`src/core/exec_pkg.sv`:
```
// Shared types and constants for the instruction execution subset.
// Assumes a single instruction clock with one instruction per cycle.
`default_nettype none
package exec_pkg;
    localparam int PC_W = 10;
    localparam int DATA_W = 8;
    localparam int FADDR_W = 6;
    localparam int TAB_HI_W = 2;
    localparam int REG_ADDR_W = 2;
    localparam logic [PC_W-1:0] PC_RESET = 10'h000;
    localparam logic [PC_W-1:0] TRAP_VECTOR = 10'h001;
    localparam logic [PC_W-1:0] PC_STEP = 10'h001;
    localparam logic [PC_W-1:0] PC_SKIP_STEP = 10'h002;
    localparam logic [DATA_W-1:0] BYTE_ZERO = 8'h00;
    localparam logic [DATA_W-1:0] BYTE_ONE = 8'h01;
    localparam logic DEST_WORK = 1'b0;
    localparam logic DEST_FILE = 1'b1;
    // Register port map: word indices
    localparam logic [REG_ADDR_W-1:0] REG_CTRL = 2'h0;
    localparam logic [REG_ADDR_W-1:0] REG_STATUS = 2'h1;
    localparam logic [REG_ADDR_W-1:0] REG_WORK = 2'h2;
    // Field positions
    localparam int CTRL_IRQ_EN_BIT = 0;
    localparam int CTRL_TAB_HI_LSB = 1;
    localparam int STAT_ZERO_BIT = 0;
    localparam int STAT_READY_BIT = 1;

    typedef enum logic [2:0] {
        OP_NONE = 3'h0,
        OP_IRQ_ON = 3'h1,
        OP_JUMP_WORK = 3'h2,
        OP_ADD_ONE = 3'h3,
        OP_ADD_ONE_SKIP = 3'h4,
        OP_SOFT_TRAP = 3'h5,
        OP_OR_WORK = 3'h6
    } op_t;

    typedef struct packed {
        op_t op;
        logic [FADDR_W-1:0] faddr;
        logic dest;
    } instr_t;

    typedef struct packed {
        logic [REG_ADDR_W-1:0] addr;
        logic [DATA_W-1:0] wdata;
        logic we;
        logic re;
    } reg_req_t;

    typedef enum logic [1:0] {
        ST_RUN = 2'b00,
        ST_WAIT_A = 2'b01,
        ST_WAIT_LAST = 2'b11
    } exec_state_t;
endpackage : exec_pkg
`default_nettype wire

```
`src/core/exec_core.sv`:
```
// Execution unit for six core instructions, with PC, return stack,
// work register, zero flag, interrupt enable and table-high pointer.
// Assumes instructions arrive one per cycle from same-clock fetch logic.
//
// Contract
// - irq_on_op sets global_irq_enable, one cycle, flags untouched.
// - jump_via_acc_op loads PC from table_high_pointer[1:0] and work_reg.
// - jump_via_acc_op is unconditional and takes two cycles.
// - add_one_op increments register, routes by dest_select, updates zero, one cycle.
// - soft_trap_op pushes PC+1, loads PC with 0x001, three cycles.
// - add_one_skip_zero_op increments register, routes result by dest_select.
// - Zero result discards fetched next instruction; takes two cycles.
//
// The address map and the address-and-strobe port are this design's own decisions.
`default_nettype none
module exec_core #(
    parameter int STACK_DEPTH = 4
) (
    input wire logic mclk, // Instruction clock
    input wire logic rst, // Asynchronous reset, active high
    input wire logic instr_valid, // Instruction presented this cycle
    input wire exec_pkg::instr_t instr, // Decoded instruction
    input wire exec_pkg::reg_req_t reg_req, // Software register access
    output logic [exec_pkg::DATA_W-1:0] reg_rdata, // Read data, cycle after
    output logic ready, // Accepts an instruction
    output logic skip_pulse, // Fetched instruction being discarded
    output logic [exec_pkg::PC_W-1:0] pc, // Program counter
    output logic [exec_pkg::DATA_W-1:0] work_reg, // Accumulator
    output logic zero_flag, // Zero status
    output logic global_irq_enable, // Interrupt enable
    output logic [$clog2(STACK_DEPTH)-1:0] stack_ptr // Return stack pointer
);
    import exec_pkg::*;

    localparam int SP_W = $clog2(STACK_DEPTH);

    exec_state_t state_r, state_nxt;
    logic [PC_W-1:0] pc_r;
    logic [DATA_W-1:0] work_r;
    logic zero_r, irq_en_r, ready_r, skip_r;
    logic [TAB_HI_W-1:0] tab_hi_r;
    logic [SP_W-1:0] sp_r;
    logic [PC_W-1:0] stack_r [STACK_DEPTH];
    logic [DATA_W-1:0] rdata_r;
    logic [DATA_W-1:0] fdata, result;
    logic accept, writes_data, file_we, res_zero;

    function automatic logic is_zero(input logic [DATA_W-1:0] v);
        return v == BYTE_ZERO;
    endfunction : is_zero

    file_regs u_file (
        .mclk(mclk),
        .addr(instr.faddr),
        .we(file_we),
        .wdata(result),
        .rdata(fdata)
    );

    assign accept = instr_valid && ready_r;

    // Arithmetic result; 8-bit add wraps 0xff to zero
    always_comb begin
        result = BYTE_ZERO;
        writes_data = 1'b0;
        unique case (instr.op)
            OP_ADD_ONE, OP_ADD_ONE_SKIP: begin
                result = fdata + BYTE_ONE;
                writes_data = 1'b1;
            end
            OP_OR_WORK: begin
                result = work_r | fdata;
                writes_data = 1'b1;
            end
            default: begin
                result = BYTE_ZERO;
            end
        endcase
    end

    assign res_zero = is_zero(result);
    assign file_we = accept && writes_data && (instr.dest == DEST_FILE);

    // Sequencer: extra cycles for branch, trap and taken skip
    always_comb begin
        state_nxt = ST_RUN;
        unique case (state_r)
            ST_RUN: begin
                if (accept && instr.op == OP_JUMP_WORK) begin
                    state_nxt = ST_WAIT_LAST;
                end else if (accept && instr.op == OP_SOFT_TRAP) begin
                    state_nxt = ST_WAIT_A;
                end else if (accept && instr.op == OP_ADD_ONE_SKIP && res_zero) begin
                    state_nxt = ST_WAIT_LAST;
                end
            end
            ST_WAIT_A: state_nxt = ST_WAIT_LAST;
            ST_WAIT_LAST: state_nxt = ST_RUN;
            default: state_nxt = ST_RUN;
        endcase
    end

    always_ff @(posedge mclk or posedge rst) begin
        if (rst) begin
            state_r <= ST_RUN;
            ready_r <= 1'b1;
        end else begin
            state_r <= state_nxt;
            ready_r <= (state_nxt == ST_RUN);
        end
    end

    // Pulse marks the cycle whose fetched instruction is thrown away
    always_ff @(posedge mclk or posedge rst) begin
        if (rst) begin
            skip_r <= 1'b0;
        end else begin
            skip_r <= accept && instr.op == OP_ADD_ONE_SKIP && res_zero;
        end
    end

    // Program counter; a taken skip steps over the discarded slot
    always_ff @(posedge mclk or posedge rst) begin
        if (rst) begin
            pc_r <= PC_RESET;
        end else if (accept) begin
            unique case (instr.op)
                OP_JUMP_WORK: pc_r <= {tab_hi_r, work_r};
                OP_SOFT_TRAP: pc_r <= TRAP_VECTOR;
                OP_ADD_ONE_SKIP: pc_r <= pc_r + (res_zero ? PC_SKIP_STEP : PC_STEP);
                default: pc_r <= pc_r + PC_STEP;
            endcase
        end
    end

    // Return stack; overflow wraps and overwrites the oldest entry
    always_ff @(posedge mclk or posedge rst) begin
        if (rst) begin
            sp_r <= '0;
        end else if (accept && instr.op == OP_SOFT_TRAP) begin
            sp_r <= sp_r + 1'b1;
        end
    end

    always_ff @(posedge mclk) begin
        if (accept && instr.op == OP_SOFT_TRAP) begin
            stack_r[sp_r] <= pc_r + PC_STEP;
        end
    end

    // Work register; software write loses to an executing instruction
    always_ff @(posedge mclk or posedge rst) begin
        if (rst) begin
            work_r <= BYTE_ZERO;
        end else if (accept && writes_data && instr.dest == DEST_WORK) begin
            work_r <= result;
        end else if (reg_req.we && reg_req.addr == REG_WORK) begin
            work_r <= reg_req.wdata;
        end
    end

    // Zero flag; skip variant leaves it alone
    always_ff @(posedge mclk or posedge rst) begin
        if (rst) begin
            zero_r <= 1'b0;
        end else if (accept && (instr.op == OP_ADD_ONE || instr.op == OP_OR_WORK)) begin
            zero_r <= res_zero;
        end
    end

    // Interrupt enable; the instruction's set wins over a software clear
    always_ff @(posedge mclk or posedge rst) begin
        if (rst) begin
            irq_en_r <= 1'b0;
        end else if (accept && instr.op == OP_IRQ_ON) begin
            irq_en_r <= 1'b1;
        end else if (reg_req.we && reg_req.addr == REG_CTRL) begin
            irq_en_r <= reg_req.wdata[CTRL_IRQ_EN_BIT];
        end
    end

    always_ff @(posedge mclk or posedge rst) begin
        if (rst) begin
            tab_hi_r <= '0;
        end else if (reg_req.we && reg_req.addr == REG_CTRL) begin
            tab_hi_r <= reg_req.wdata[CTRL_TAB_HI_LSB +: TAB_HI_W];
        end
    end

    // Register read; unmapped index reads zero
    always_ff @(posedge mclk or posedge rst) begin
        if (rst) begin
            rdata_r <= BYTE_ZERO;
        end else if (reg_req.re) begin
            rdata_r <= BYTE_ZERO;
            unique case (reg_req.addr)
                REG_CTRL: begin
                    rdata_r[CTRL_IRQ_EN_BIT] <= irq_en_r;
                    rdata_r[CTRL_TAB_HI_LSB +: TAB_HI_W] <= tab_hi_r;
                end
                REG_STATUS: begin
                    rdata_r[STAT_ZERO_BIT] <= zero_r;
                    rdata_r[STAT_READY_BIT] <= ready_r;
                end
                REG_WORK: rdata_r <= work_r;
                default: rdata_r <= BYTE_ZERO;
            endcase
        end
    end

    assign reg_rdata = rdata_r;
    assign ready = ready_r;
    assign skip_pulse = skip_r;
    assign pc = pc_r;
    assign work_reg = work_r;
    assign zero_flag = zero_r;
    assign global_irq_enable = irq_en_r;
    assign stack_ptr = sp_r;
endmodule : exec_core
`default_nettype wire

```
`src/core/file_regs.sv`:
```
// General purpose file register array, 64 bytes.
// Assumes the same clock as the executing core; read is combinational.
`default_nettype none
module file_regs #(
    parameter int DEPTH = 64
) (
    input wire logic mclk, // Instruction clock
    input wire logic [exec_pkg::FADDR_W-1:0] addr, // Register address
    input wire logic we, // Write strobe
    input wire logic [exec_pkg::DATA_W-1:0] wdata, // Write data
    output logic [exec_pkg::DATA_W-1:0] rdata // Read data, same cycle
);
    import exec_pkg::*;

    logic [DATA_W-1:0] mem [DEPTH];

    // No reset: contents are undefined until an instruction writes them
    always_ff @(posedge mclk) begin
        if (we) begin
            mem[addr] <= wdata;
        end
    end

    assign rdata = mem[addr];
endmodule : file_regs
`default_nettype wire

```
`config.mk`:
```
export PLATFORM = sky130hd
export DESIGN_NAME = exec_core
export DESIGN_NICKNAME = d
export VERILOG_FILES = /design/src/core/exec_pkg.sv /design/src/core/exec_core.sv /design/src/core/file_regs.sv
export SDC_FILE = /design/constraint.sdc
export NUM_CORES = 1
export LEC_CHECK = 0
export BUFFER_PORTS_ARGS = -buffer_cell sky130_fd_sc_hd__buf_2
export CAP_MARGIN = 10
export CORE_MARGIN = 2
export CORE_UTILIZATION = 50
export CTS_CLUSTER_DIAMETER = 40
export CTS_CLUSTER_SIZE = 30
export DETAILED_ROUTE_END_ITERATION = 10
export PLACE_DENSITY = 0.76
export SLEW_MARGIN = 20
export SYNTH_ARGS = -nofsm -noshare
export SYNTH_HDL_FRONTEND = slang
export SYNTH_HIERARCHICAL = 1
export SYNTH_SLANG_ARGS = --single-unit
```
`constraint.sdc`:
```
create_clock -name mclk -period 10.6 [get_ports mclk]
set_input_delay 2.12 -clock mclk [delete_from_list [all_inputs] [get_ports mclk]]
set_output_delay 2.12 -clock mclk [all_outputs]
set_load 0.01 [all_outputs]
```
==> key figures <==
Status
  • Outcome: finished clean

Drt
  • Via count: 13.9k
  • Routed wire per std cell: 27.2 µm
  • DR iter-0 viols: between 2k and 2.5k
  • TritonRoute pass-1 iters: 6
  • Total wire length: 57.3 mm
  • Drc violations: 0
  • Final ANT Viol Nets: 0
  • Routed vias/inst: 6.60

Floorplan
  • Die height: approximately 220 µm
  • # IOs: 57
  • Die footprint: 0.0469 mm²
  • Initial Util: 0.509
  • Chip width: 217 µm
  • Cell row count: 77
  • CORE AREA: about 0.044 mm²

Pwr
  • Combinational Power Share: 0.086
  • Power share of the clock group: 0.410
  • Total power: 0.00494 W
  • Sequential fraction of design power: 0.504
  • Cell Int Power: between 0.003 and 0.004 W
  • Lkg Pwr: 8.50 nW
  • Pwr Density: between 150 and 200 mW/mm²
  • Worst vdd ir: 0.000135 V
  • Sw Pwr: 0.00123 W
  • Switching Share: 0.249

CTS
  • CTS sink count: about 550
  • Worst-Skew Late Latency: ~620 ps
  • TritonCTS clock tree: built
  • Root buf cell: clkbuf_16
  • TritonCTS Buffers: 55
  • Number of setup buffers added after CTS: 0
  • Longest Clk Path Bufs: 3
  • Resize count post-CTS: 0
  • Post-CTS Hold Fix Bufs: 0
  • Worst-path clk slew: ~60 ps
  • H-tree depth: 2

Yosys
  • Synth Warn #: 6
  • Distinct cells, synth: 76
  • Seq cells post-synth: approximately 550
  • Fraction of the yosys area taken by sequential cells: 0.720
  • Synthesized net count: 1459
  • Post-synth top area share: 0.680
  • Synth top cells by count: edfxtp_1 (512), nor2_1 (103), mux2i_1 (75)
  • Top cells by area, synth: edfxtp_1 (68%), mux4_2 (4.1%), dfrtp_1 (3.9%), mux2i_1 (3.3%), nor2_1 (1.7%)
  • Synth Instances: roughly 1.4k
  • Post-synth EDFFs: between 500 and 600
  • Synth area leader: edfxtp_1
  • Ys async rst share: 0.0657
  • Mapped cell area: 0.0226 mm²
  • Top-count cell post-synth: edfxtp_1
  • Syn_area_per_cell: approximately 16 µm²
  • Top_reg_cell synth: edfxtp_1

Critical path
  • Worst Path Max Fanout: between 50 and 60
  • CP Launch Type: input port
  • Critical Path RT: between 10000 and 15000 ps
  • Crit path capture type: register
  • Crit path DAT: slightly above 8000 ps
  • Worst Path Class, Setup: input port to register
  • Reg2reg setup slack: ~5300 ps

Placement
  • Gpl congestion: just over 0.9
  • PortBufs: 56
  • Dpl hpwl: roughly 35 mm

STA
  • Final Hold Vio Count: 0
  • Slew at the pin closest to its max-slew limit: about 1200 ps
  • Setup TNS Final: 0 ps
  • Final setup viols: 0
  • RSZ-0062 raised after global routing: false
  • Fin crit share: 0.727
  • Max-slew headroom: 0.206
  • Final Max Slew Viols: 0
  • Clock Skew: roughly 32 ps
  • Max Clk Rate: about 130 MHz
  • Period minus WS final: approximately 7700 ps

Global route
  • First-pass GRT wire length: between 80 and 90 mm
  • GR peak layer: met2
  • Largest net degree at the start of global routing: around 70
  • Total GRT Usage: 0.243
  • Met1 Track Usage GR: 0.330
  • GRT Residual Overflow: 0
  • Met3 usage: 0.0564
  • Vias in the first global route: ~13k
  • Initial antenna violation count: 0
  • GR Util met2: 0.375

Finish
  • Most flop-heavy register: u_file/mem
  • Nets@finish: about 1.5k
  • Antenna diodes: 0
  • Synth-to-Final Area Change: 12.2%
  • Largest register FFs: slightly above 500
  • Layout cells sized above 1: 0.166
  • Finished Core Util: 0.571

Job
  • Maxcap violations: 0

Min path
  • Worst Hold Class: register to register
[metal layers]
metal / wire length, µm / vias to the layer above
met4: 2640 / 0
met3: 7260 / 200
li1: - / 5791
met5: 0 / -
met2: 26500 / 1021
met1: 20900 / 6906
[layout make-up]
class / count / area, µm²
Sequential cell: 548 / 16300
Multi-Input combinational cell: 771 / 5860
Timing Repair Buffer: 79 / 477
Inverter: 15 / 57.6
Fill cell: 3306 / 19100
Clock inverter: 44 / 528
Clock buffer: 59 / 1410
Tap cell: 592 / 741
[worst max-delay path: stages]
cell and delay [ps]:
buf_4 600, buf_4 610, nor2b_1 350, buf_4 290, a22oi_1 210, o221ai_1 170, a21oi_1 160, nand4_1 410
ha_1 480, or2_1 200, a32o_2 270, nand4bb_1 210, nor4_2 330, nand4_2 260, fa_1 500, nor2b_1 210
and2_1 190, nand3_1 100, nor2b_1 150, o21ai_0 160, o21ai_0 110
[power by group through the flow]
stage | clock network, W | registers [W] | logic, W
2_1_floorplan | 0 | 0.00254 | 0.000245
3_3_place_gp | 0 | 0.00254 | 0.000407
3_5_place_dp | 0 | 0.00254 | 0.000419
4_1_cts | 0.00204 | 0.00249 | 0.000420
5_1_grt | 0.00213 | 0.00250 | 0.000457
6_report | 0.00203 | 0.00249 | 0.000426
[path summary, 6_finish.rpt]
kind,from,to,cells past startpoint
min in group asynchronous,rst,reg_rdata[6]$_DFFE_PP0P_,3
hold reg to reg,stack_ptr[1]$_DFFE_PP0P_,stack_ptr[1]$_DFFE_PP0P_,1
hold / removal,stack_ptr[1]$_DFFE_PP0P_,stack_ptr[1]$_DFFE_PP0P_,1
setup / recovery,instr[2],pc[6]$_DFFE_PP0P_,21
setup reg to reg,u_file/mem[24][1]$_DFFE_PP_,pc[6]$_DFFE_PP0P_,18
max in group asynchronous,rst,ready$_DFF_PP1_,3
[through the flow]
step	worst slack [ps]	hold slack, ps	cells	cell area, µm²
floorplan	1500	427	1430	22600
global placement	2510	439	2005	23400
detailed placement	2410	458	2005	23400
CTS	2980	467	2108	25400
global route	2520	482	2108	25400
finish	2890	469	2108	25400
[cells by family (layout without fill, tap and decap cells)]
family | count (synthesis) | after routing | synth area share
multiplexers | 131 | 131 | 0.0815
adder cells (fa/ha/maj) | 4 | 4 | 0.00255
AND/OR/NAND/NOR | 330 | 330 | 0.0769
XOR/XNOR | 6 | 6 | 0.00232
buffers and inverters | 111 | 197 | 0.0227
AO/OA/AOI/OAI | 300 | 300 | 0.0939
flip-flops | 548 | 548 | 0.720
[placed cells by master, fill, tap and decap left out, types with 27 or more instances in the layout]
master,instances
a21oi_1,46
a22oi_1,41
buf_2,53
clkbuf_16,56
dfrtp_1,35
edfxtp_1,512
mux2i_1,75
mux4_2,41
nand2_1,66
nand2b_1,29
nor2_1,102
o21ai_0,40
o22ai_1,27
Power figures use the tool's default switching activity.
